[config.mk]
export PLATFORM = sky130hd
export DESIGN_NAME = add_and_literal_file_alu
export DESIGN_NICKNAME = d
export VERILOG_FILES = /design/src/rtl/alu_pkg.sv /design/src/rtl/file_ram.sv /design/src/rtl/add_and_literal_file_alu.sv
export SDC_FILE = /design/constraint.sdc
export NUM_CORES = 2
export LEC_CHECK = 0
export BUFFER_PORTS_ARGS = -buffer_cell sky130_fd_sc_hd__clkbuf_2
export CORE_MARGIN = 2
export CORE_UTILIZATION = 29
export CTS_CLUSTER_SIZE = 30
export DETAILED_ROUTE_END_ITERATION = 16
export PLACE_DENSITY = 0.46
export REMOVE_ABC_BUFFERS = 1
export SLEW_MARGIN = 20
export SYNTH_ARGS = -nofsm -noshare
export SYNTH_HDL_FRONTEND = slang
export SYNTH_SLANG_ARGS = --single-unit
[constraint.sdc]
create_clock -name aclk -period 9.2 [get_ports aclk]
set_input_delay 1.38 -clock aclk [delete_from_list [all_inputs] [get_ports aclk]]
set_output_delay 1.38 -clock aclk [all_outputs]
set_load 0.02 [all_outputs]
[src/rtl/alu_pkg.sv]
// Shared constants, types and helper functions for the add/and datapath.
package alu_pkg;

	// Register byte offsets on the control bus.
	localparam logic [7:0] OFS_INSTR  = 8'h00;
	localparam logic [7:0] OFS_ACCUM  = 8'h04;
	localparam logic [7:0] OFS_STATUS = 8'h08;
	localparam logic [7:0] OFS_FADDR  = 8'h0C;
	localparam logic [7:0] OFS_FDATA  = 8'h10;

	// Status register field positions.
	localparam int unsigned STAT_C_BIT     = 0;
	localparam int unsigned STAT_DC_BIT    = 1;
	localparam int unsigned STAT_Z_BIT     = 2;
	localparam int unsigned STAT_BUSY_BIT  = 8;
	localparam int unsigned STAT_UNSUP_BIT = 9;

	// Values after reset.
	localparam logic [7:0]  ACCUM_RST = 8'h00;
	localparam logic [13:0] INSTR_RST = 14'h0000;
	localparam logic [6:0]  FADDR_RST = 7'h00;

	// Bus responses.
	localparam logic [1:0] RESP_OKAY   = 2'h0;
	localparam logic [1:0] RESP_SLVERR = 2'h2;

	// Opcode fields, instruction bits 13:8, and the destination bit position.
	localparam logic [5:0] OPC_ADDL      = 6'h3E;
	localparam logic [5:0] OPC_ADDL_MASK = 6'h3E;
	localparam logic [5:0] OPC_ANDL      = 6'h39;
	localparam logic [5:0] OPC_ADDF      = 6'h07;
	localparam logic [5:0] OPC_ANDF      = 6'h05;
	localparam int unsigned DEST_BIT     = 7;

	// One instruction cycle is this many clock periods, one per phase.
	localparam int unsigned PHASES_PER_CYCLE = 4;
	localparam int unsigned FILE_DEPTH       = 128;

	typedef enum logic [2:0] {
		PH_IDLE = 3'b000,
		PH_Q1   = 3'b001,
		PH_Q2   = 3'b011,
		PH_Q3   = 3'b010,
		PH_Q4   = 3'b110
	} phase_t;

	typedef enum logic [2:0] {
		OP_NONE,
		OP_ADDL,
		OP_ANDL,
		OP_ADDF,
		OP_ANDF
	} op_t;

	typedef struct packed {
		logic z;
		logic dc;
		logic c;
	} flags_t;

	localparam flags_t FLAGS_RST = 3'b000;

	typedef struct packed {
		logic [7:0] res;
		flags_t     flags;
	} alu_out_t;

	function automatic op_t decode_op(input logic [13:0] instr);
		logic [5:0] opc;
		opc = instr[13:8];
		if ((opc & OPC_ADDL_MASK) == OPC_ADDL) return OP_ADDL;
		if (opc == OPC_ANDL) return OP_ANDL;
		if (opc == OPC_ADDF) return OP_ADDF;
		if (opc == OPC_ANDF) return OP_ANDF;
		return OP_NONE;
	endfunction : decode_op

	function automatic logic is_file_op(input op_t op);
		return (op == OP_ADDF) || (op == OP_ANDF);
	endfunction : is_file_op

	function automatic alu_out_t alu_calc(input op_t op, input logic [7:0] a,
			input logic [7:0] b, input flags_t fin);
		alu_out_t   o;
		logic [8:0] sum;
		logic [4:0] nib;
		o   = '{res: 8'h00, flags: fin};
		sum = {1'b0, a} + {1'b0, b};
		nib = {1'b0, a[3:0]} + {1'b0, b[3:0]};
		if (op == OP_ADDL || op == OP_ADDF) begin
			o.res      = sum[7:0];
			o.flags.c  = sum[8];
			o.flags.dc = nib[4];
		end else begin
			o.res = a & b;
		end
		o.flags.z = (o.res == 8'h00);
		return o;
	endfunction : alu_calc

	function automatic logic [31:0] merge_strb(input logic [31:0] old, input logic [31:0] nw,
			input logic [3:0] strb);
		logic [31:0] r;
		r = old;
		for (int i = 0; i < 4; i++) begin
			if (strb[i]) r[8*i +: 8] = nw[8*i +: 8];
		end
		return r;
	endfunction : merge_strb

endpackage : alu_pkg

[src/rtl/file_ram.sv]
// Byte-wide file register memory with one write port and a registered read port.
`timescale 1ns/10ps
module file_ram #(
	parameter int unsigned DEPTH = 128,
	parameter int unsigned WIDTH = 8,
	localparam int unsigned AW   = $clog2(DEPTH)
) (
	input  wire logic             clk,   // Core clock.
	input  wire logic             we,    // Write enable.
	input  wire logic [AW-1:0]    waddr, // Write address.
	input  wire logic [WIDTH-1:0] wdata, // Write data.
	input  wire logic             re,    // Read enable.
	input  wire logic [AW-1:0]    raddr, // Read address.
	output logic      [WIDTH-1:0] rdata  // Read data, valid the cycle after re.
);
	if (DEPTH < 2 || WIDTH < 1 || (1 << AW) != DEPTH) begin : g_bad_size
		$error("file_ram needs a power-of-two depth of at least two");
	end

	logic [WIDTH-1:0] mem [DEPTH];

	// Read-first: a same-cycle write shows up only on the next read.
	always_ff @(posedge clk) begin
		if (we) mem[waddr] <= wdata;
		if (re) rdata <= mem[raddr];
	end
endmodule : file_ram

[src/rtl/add_and_literal_file_alu.sv]
// Four-phase datapath for add/and on the accumulator with literal or file operand.
//
// The implementer's own choices: the AXI4-Lite slave port and the address map.
`timescale 1ns/10ps
module add_and_literal_file_alu
	import alu_pkg::*;
(
	input  wire logic        aclk,       // Core clock, 20 MHz.
	input  wire logic        aresetn,    // Synchronous reset, active low.
	input  wire logic [7:0]  s_awaddr,   // Write address.
	input  wire logic [2:0]  s_awprot,   // Write protection, unused.
	input  wire logic        s_awvalid,  // Write address valid.
	output logic             s_awready,  // Write address ready.
	input  wire logic [31:0] s_wdata,    // Write data.
	input  wire logic [3:0]  s_wstrb,    // Write byte strobes.
	input  wire logic        s_wvalid,   // Write data valid.
	output logic             s_wready,   // Write data ready.
	output logic [1:0]       s_bresp,    // Write response.
	output logic             s_bvalid,   // Write response valid.
	input  wire logic        s_bready,   // Write response ready.
	input  wire logic [7:0]  s_araddr,   // Read address.
	input  wire logic [2:0]  s_arprot,   // Read protection, unused.
	input  wire logic        s_arvalid,  // Read address valid.
	output logic             s_arready,  // Read address ready.
	output logic [31:0]      s_rdata,    // Read data.
	output logic [1:0]       s_rresp,    // Read response.
	output logic             s_rvalid,   // Read data valid.
	input  wire logic        s_rready,   // Read data ready.
	output logic             exec_busy,  // High while an instruction cycle runs.
	output flags_t           flags       // Carry, digit carry and zero flags.
);
	localparam int unsigned FAW = $clog2(FILE_DEPTH);

	// Execution state.
	phase_t      phase_q, phase_d;
	op_t         op_q, op_d;
	logic [13:0] instr_q, instr_d;
	logic [7:0]  accum_q, accum_d;
	logic [7:0]  oper_q, oper_d;
	alu_out_t    alu_q, alu_d;
	flags_t      flags_q, flags_d;
	logic        unsup_q, unsup_d;
	logic [6:0]  faddr_q, faddr_d;

	// Bus state.
	logic        aw_have_q, aw_have_d;
	logic        w_have_q, w_have_d;
	logic [7:0]  awaddr_q, awaddr_d;
	logic [31:0] wdata_q, wdata_d;
	logic [3:0]  wstrb_q, wstrb_d;
	logic        bvalid_q, bvalid_d;
	logic [1:0]  bresp_q, bresp_d;
	logic        rvalid_q, rvalid_d;
	logic        rd_pend_q, rd_pend_d;
	logic [31:0] rdata_q, rdata_d;
	logic [1:0]  rresp_q, rresp_d;

	// Memory port.
	logic           mem_we, mem_re;
	logic [FAW-1:0] mem_waddr, mem_raddr;
	logic [7:0]     mem_wdata, mem_rdata;

	logic        wr_go, rd_go;
	logic [31:0] status_word, wr_word;

	file_ram #(
		.DEPTH (FILE_DEPTH),
		.WIDTH (8)
	) u_file_ram (
		.clk   (aclk),
		.we    (mem_we),
		.waddr (mem_waddr),
		.wdata (mem_wdata),
		.re    (mem_re),
		.raddr (mem_raddr),
		.rdata (mem_rdata)
	);

	// Register writes and instruction starts wait for the idle phase, so the
	// file memory never sees a bus access and a core access in one cycle.
	assign s_awready = !aw_have_q && !bvalid_q;
	assign s_wready  = !w_have_q && !bvalid_q;
	assign s_arready = !rvalid_q && !rd_pend_q && (phase_q == PH_IDLE);
	assign wr_go     = aw_have_q && w_have_q && !bvalid_q && (phase_q == PH_IDLE);
	assign rd_go     = s_arvalid && s_arready;

	always_comb begin
		status_word                 = 32'h0000_0000;
		status_word[STAT_C_BIT]     = flags_q.c;
		status_word[STAT_DC_BIT]    = flags_q.dc;
		status_word[STAT_Z_BIT]     = flags_q.z;
		status_word[STAT_BUSY_BIT]  = (phase_q != PH_IDLE);
		status_word[STAT_UNSUP_BIT] = unsup_q;
	end

	always_comb begin
		phase_d   = phase_q;
		op_d      = op_q;
		instr_d   = instr_q;
		accum_d   = accum_q;
		oper_d    = oper_q;
		alu_d     = alu_q;
		flags_d   = flags_q;
		unsup_d   = unsup_q;
		faddr_d   = faddr_q;
		aw_have_d = aw_have_q;
		w_have_d  = w_have_q;
		awaddr_d  = awaddr_q;
		wdata_d   = wdata_q;
		wstrb_d   = wstrb_q;
		bvalid_d  = bvalid_q;
		bresp_d   = bresp_q;
		rvalid_d  = rvalid_q;
		rd_pend_d = 1'b0;
		rdata_d   = rdata_q;
		rresp_d   = rresp_q;
		mem_we    = 1'b0;
		mem_waddr = faddr_q;
		mem_wdata = 8'h00;
		mem_re    = 1'b0;
		mem_raddr = faddr_q;
		wr_word   = 32'h0000_0000;

		unique case (phase_q)
			PH_IDLE: begin
			end
			PH_Q1: begin
				op_d      = decode_op(instr_q);
				mem_re    = 1'b1;
				mem_raddr = instr_q[6:0];
				phase_d   = PH_Q2;
			end
			PH_Q2: begin
				oper_d  = is_file_op(op_q) ? mem_rdata : instr_q[7:0];
				phase_d = PH_Q3;
			end
			PH_Q3: begin
				alu_d   = alu_calc(op_q, accum_q, oper_q, flags_q);
				phase_d = PH_Q4;
			end
			PH_Q4: begin
				if (op_q == OP_NONE) begin
					unsup_d = 1'b1;
				end else begin
					unsup_d = 1'b0;
					flags_d = alu_q.flags;
					if (is_file_op(op_q) && instr_q[DEST_BIT]) begin
						mem_we    = 1'b1;
						mem_waddr = instr_q[6:0];
						mem_wdata = alu_q.res;
					end else begin
						accum_d = alu_q.res;
					end
				end
				phase_d = PH_IDLE;
			end
		endcase

		// Write channel: address and data may arrive in either order.
		if (s_awvalid && s_awready) begin
			aw_have_d = 1'b1;
			awaddr_d  = s_awaddr;
		end
		if (s_wvalid && s_wready) begin
			w_have_d = 1'b1;
			wdata_d  = s_wdata;
			wstrb_d  = s_wstrb;
		end
		if (wr_go) begin
			aw_have_d = 1'b0;
			w_have_d  = 1'b0;
			bvalid_d  = 1'b1;
			bresp_d   = RESP_OKAY;
			unique case ({awaddr_q[7:2], 2'b00})
				OFS_INSTR: begin
					wr_word = merge_strb({18'h0, instr_q}, wdata_q, wstrb_q);
					instr_d = wr_word[13:0];
					phase_d = PH_Q1;
				end
				OFS_ACCUM: begin
					wr_word = merge_strb({24'h0, accum_q}, wdata_q, wstrb_q);
					accum_d = wr_word[7:0];
				end
				OFS_STATUS: begin
					wr_word    = merge_strb(status_word, wdata_q, wstrb_q);
					flags_d.c  = wr_word[STAT_C_BIT];
					flags_d.dc = wr_word[STAT_DC_BIT];
					flags_d.z  = wr_word[STAT_Z_BIT];
				end
				OFS_FADDR: begin
					wr_word = merge_strb({25'h0, faddr_q}, wdata_q, wstrb_q);
					faddr_d = wr_word[6:0];
				end
				OFS_FDATA: begin
					mem_we    = wstrb_q[0];
					mem_wdata = wdata_q[7:0];
				end
				default: bresp_d = RESP_SLVERR;
			endcase
		end
		if (s_bvalid && s_bready) bvalid_d = 1'b0;

		// Read channel: file data needs one extra cycle for the memory.
		if (s_rvalid && s_rready) rvalid_d = 1'b0;
		if (rd_go) begin
			rresp_d = RESP_OKAY;
			unique case ({s_araddr[7:2], 2'b00})
				OFS_INSTR:  rdata_d = {18'h0, instr_q};
				OFS_ACCUM:  rdata_d = {24'h0, accum_q};
				OFS_STATUS: rdata_d = status_word;
				OFS_FADDR:  rdata_d = {25'h0, faddr_q};
				OFS_FDATA:  rdata_d = 32'h0000_0000;
				default: begin
					rdata_d = 32'h0000_0000;
					rresp_d = RESP_SLVERR;
				end
			endcase
			if ({s_araddr[7:2], 2'b00} == OFS_FDATA) begin
				mem_re    = 1'b1;
				rd_pend_d = 1'b1;
			end else begin
				rvalid_d = 1'b1;
			end
		end
		if (rd_pend_q) begin
			rdata_d  = {24'h0, mem_rdata};
			rvalid_d = 1'b1;
		end
	end

	always_ff @(posedge aclk) begin
		if (!aresetn) begin
			phase_q   <= PH_IDLE;
			op_q      <= OP_NONE;
			instr_q   <= INSTR_RST;
			accum_q   <= ACCUM_RST;
			oper_q    <= 8'h00;
			alu_q     <= '{res: 8'h00, flags: FLAGS_RST};
			flags_q   <= FLAGS_RST;
			unsup_q   <= 1'b0;
			faddr_q   <= FADDR_RST;
			aw_have_q <= 1'b0;
			w_have_q  <= 1'b0;
			awaddr_q  <= 8'h00;
			wdata_q   <= 32'h0000_0000;
			wstrb_q   <= 4'h0;
			bvalid_q  <= 1'b0;
			bresp_q   <= RESP_OKAY;
			rvalid_q  <= 1'b0;
			rd_pend_q <= 1'b0;
			rdata_q   <= 32'h0000_0000;
			rresp_q   <= RESP_OKAY;
		end else begin
			phase_q   <= phase_d;
			op_q      <= op_d;
			instr_q   <= instr_d;
			accum_q   <= accum_d;
			oper_q    <= oper_d;
			alu_q     <= alu_d;
			flags_q   <= flags_d;
			unsup_q   <= unsup_d;
			faddr_q   <= faddr_d;
			aw_have_q <= aw_have_d;
			w_have_q  <= w_have_d;
			awaddr_q  <= awaddr_d;
			wdata_q   <= wdata_d;
			wstrb_q   <= wstrb_d;
			bvalid_q  <= bvalid_d;
			bresp_q   <= bresp_d;
			rvalid_q  <= rvalid_d;
			rd_pend_q <= rd_pend_d;
			rdata_q   <= rdata_d;
			rresp_q   <= rresp_d;
		end
	end

	assign s_bvalid  = bvalid_q;
	assign s_bresp   = bresp_q;
	assign s_rvalid  = rvalid_q;
	assign s_rdata   = rdata_q;
	assign s_rresp   = rresp_q;
	assign exec_busy = (phase_q != PH_IDLE);
	assign flags     = flags_q;
endmodule : add_and_literal_file_alu

==> metrics.md <==
| Metric | Value |
|---|---|
| Mapped cell area | ~46000 um^2 |
| Worst Hold Path Cells | 2 |
| Std-Cell Rows | roughly 150 |
| Commonest non-fill, non-tap cell in the layout | edfxtp_1 |
| Hold Violations, Final | 0 |
| Average size of a mapped cell | ~13 um^2 |
| Vias per cell | slightly below 5 |
| Most frequent cells in the layout | 1032 x edfxtp_1, 900 x nand2_1, 355 x nand3_1, 210 x nor2_1, 149 x a21oi_1 |
| Fin crit period | around 5.7 ns |
| Sw Share | between 20 and 25% |
| Number of synthesized register bits | approximately 1100 |
| Sequential share of power | between 50% and 60% |
| Final nets | approximately 3700 |
| Vias in the first global route | between 20000 and 30000 |
| First-pass GRT wire length | 195 mm |
| Reg-to-Reg End | u_file_ram.mem[118][7]$_DFFE_PP_ |
| CTS root buffer | clkbuf_16 |
| Leak | about 18 nW |
| Fmax | between 0.15 and 0.2 GHz |
| Die Ht | slightly above 400 um |
| EDFF count, synth | just over 1000 |
| Slew Limit Fails | 0 |
| DRT Wirelength | approximately 130 mm |
| Setup violators final | 0 |
| Initial antenna violation count | 3 |
| Startpoint types | flop |
| Non-filler cells in the finished layout | ~5800 |
| PostCTS Resize Cnt | 0 |
| PwrDens | approximately 200 nW/um^2 |
| R2R cell count | 7 |
| Via count | 28600 |
| Clk sinks | between 1000 and 1500 |
| Sw Pwr | about 2.1 mW |
| Mapped Cells | ~3600 |
| Layout area overhead | 13.0% |
| Pre-antenna DRT Iters | 6 |
| HP Class | reg2reg |
| Max_slew headroom | between 20% and 30% |
| Die W | approximately 400 um |
| Crit path largest cell delay | just over 1 ns |
| Unique masters post-synth | 84 |
| Initial drt markers | 2740 |
| Crit path max fanout | 14 |
| Predominant post-synthesis flop cell | edfxtp_1 |
| Number of remaining DRC errors | 0 |
| Critical path arrival | slightly above 6 ns |
| Tightest Pin Transition | between 1 and 1.5 ns |
| RSZ-0062 raised after global routing | no |
| Crit path required time | 9.57 ns |
| Total power draw | a little over 10 mW |
| Clock slew seen by the registers of the worst setup and hold paths | 0.06 ns |
| Core area | 158000 um^2 |
| Yosys warning count | 0 |
| Part of the cycle the worst path needs | ~62% |
| Total GRT Usage | roughly 16% |
| Clk pwr share | ~45% |
| FILL cells | between 15000 and 20000 |
| WP buf/inv | 0 |
| GRT Residual Overflow | 0 |
| Max Cap Viol | 0 |
| Post-synthesis async set-or-reset flop share | 0% |
| Critical path origin | phase_q[2]$_SDFF_PN0_ |
| Clock buffer depth | 3 |
| Critical-path top delay cell | nor2_1 |
| Setup CP Type | reg2reg |
| Sequential area share after synthesis | a little under three quarters |
| Worst-Skew Late Latency | roughly 0.76 ns |
| Outcome | completed |
| Largest net degree at the start of global routing | roughly 160 |
| CTS tree | done |
| Initial Util | between 20 and 30% |
| CTS hold repair buffers | 0 |
| Num CTS Buffers | around 120 |
| Post-CTS Setup Inserts | 0 |
| Inst Count DP | around 5600 |
| Die area | approximately 160000 um^2 |
| Final HPWL DP | approximately 80 mm |
| Port Buffer Count | a little under 60 |
| CP cell instances | nor3_1 -> nand4b_1 -> or4_1 -> nor4b_4 -> a21o_1 -> nand3_2 -> nor2_1 |
| Share of layout cells above drive strength 1 | under 10% |
| Reg2Reg Setup Slack | ~3.5 ns |
| VDD IR-drop max | around 0.00015 V |
| Crit path max-delay family | simple AND/OR/NAND/NOR gates |
| Io pins | between 100 and 150 |
| Clock skew | ~0.042 ns |
| Worst Hold End | wdata_q[8]$_SDFFE_PN0P_ |
| Comb pwr share | under 10% |
| Placer Congestion | between 0.8 and 0.9 |
| Routed Antenna Nets | 0 |
| H-tree lvl count | 3 |
| Worst Setup End Kind | flop |
| Cell Int Power | about 8.2 mW |
| HP Start | wdata_q[8]$_SDFFE_PN0P_ |
| Wire per inst | between 20 and 25 um |
| FF-to-FF Start | phase_q[2]$_SDFF_PN0_ |
-- worst register-to-register path: stages, from the launching register on --
cell	delay, ns
dfxtp_1	0.38
nor3_1	0.62
nand4b_1	0.28
or4_1	0.60
nor4b_4	0.89
a21o_1	0.56
nand3_2	0.95
nor2_1	1.06
-- cells in the mapped netlist (22+ instances only) --
cell / number / area, um^2
edfxtp_1: 1032 / 31000
nand2_1: 900 / 3380
nand3_1: 355 / 1780
nor2_1: 215 / 807
a21oi_1: 149 / 746
mux2i_1: 141 / 1410
dfxtp_1: 101 / 2020
clkbuf_1: 88 / 330
buf_2: 78 / 390
a31oi_1: 52 / 325
buf_4: 40 / 300
and3_1: 30 / 188
nor3_1: 29 / 145
mux4_2: 27 / 608
a211oi_1: 22 / 165
-- metal layers --
layer,part of all wire [%],track usage (%),wire [um]
met1,46,23.1,61900
met2,46,25.4,61400
met3,5.6,2.60,7540
met4,2.7,5.35,3660
met5,0.0097,0,13
-- stage by stage --
step	TNS, ns	hold slack (ns)	util (%)	instance area [um^2]	setup slack (ns)
floorplan	-9.60	0.432	-	45100	-1.23
detailed placement	0	0.449	30.7	48600	3.50
global placement	0	0.447	30.7	48600	3.56
CTS	0	0.459	33.0	52300	3.49
finish	0	0.456	33.0	52300	3.48
global route	0	0.477	33.0	52300	3.32
-- final cells by class --
cell class                      count  area, um^2  share of cell area [%]
Sequential cell                  1133       33000                    63.1
Multi-Input combinational cell   2233       12200                    23.3
Clock buffer                      146        3120                    5.97
Tap cell                         2072        2590                    4.96
Timing Repair Buffer              106         736                    1.41
Clock inverter                     67         578                    1.11
Inverter                           13        48.8                  0.0933
Antenna cell                        1        2.50                 0.00479
-- power by group through the flow --
stage | clock (mW) | combinational, mW | sequential, mW
floorplan | 0 | 0.0571 | 5.67
global placement | 0 | 0.101 | 5.67
detailed placement | 0 | 0.102 | 5.67
CTS | 4.73 | 0.102 | 5.56
global route | 4.92 | 0.111 | 5.56
finish | 4.63 | 0.102 | 5.56
-- flip-flops by register name, indices dropped and copies added, names as in the netlist, 2 cells and up --
| signal | count |
|---|---|
| faddr_q | 7 |
| instr_q | 14 |
| wstrb_q | 2 |
| awaddr_q | 6 |
| phase_q | 3 |
| u_file_ram.mem | 1024 |
| op_q | 3 |
| accum_q | 8 |
| alu_q | 11 |
| wdata_q | 14 |
| s_rdata | 14 |
| u_file_ram.rdata | 8 |
| flags | 3 |
| oper_q | 8 |
-- how the worst max path moves through the flow --
| stage | slack, ns | cells after the start | endpoint |
|---|---|---|---|
| global placement | 3.56 | 7 | u_file_ram.mem[118][7]$_DFFE_PP_ |
| floorplan | -1.23 | 8 | u_file_ram.rdata[6]$_DFFE_PP_ |
| CTS | 3.49 | 7 | u_file_ram.mem[93][5]$_DFFE_PP_ |
| finish | 3.48 | 7 | u_file_ram.mem[118][7]$_DFFE_PP_ |
| global route | 3.32 | 7 | u_file_ram.mem[94][5]$_DFFE_PP_ |
| detailed placement | 3.50 | 7 | u_file_ram.mem[5][7]$_DFFE_PP_ |
-- cells by family after synthesis --
| family | synth area share (%) |
|---|---|
| simple gates | 15.3 |
| flops | 71.3 |
| compound gates | 5.65 |
| buf+inv | 2.80 |
| fa+ha+maj | 0.260 |
| mux | 4.55 |
| xor+xnor | 0.0946 |
| other cells | 0.00810 |
No activity file was read; power rests on OpenSTA's default activity.
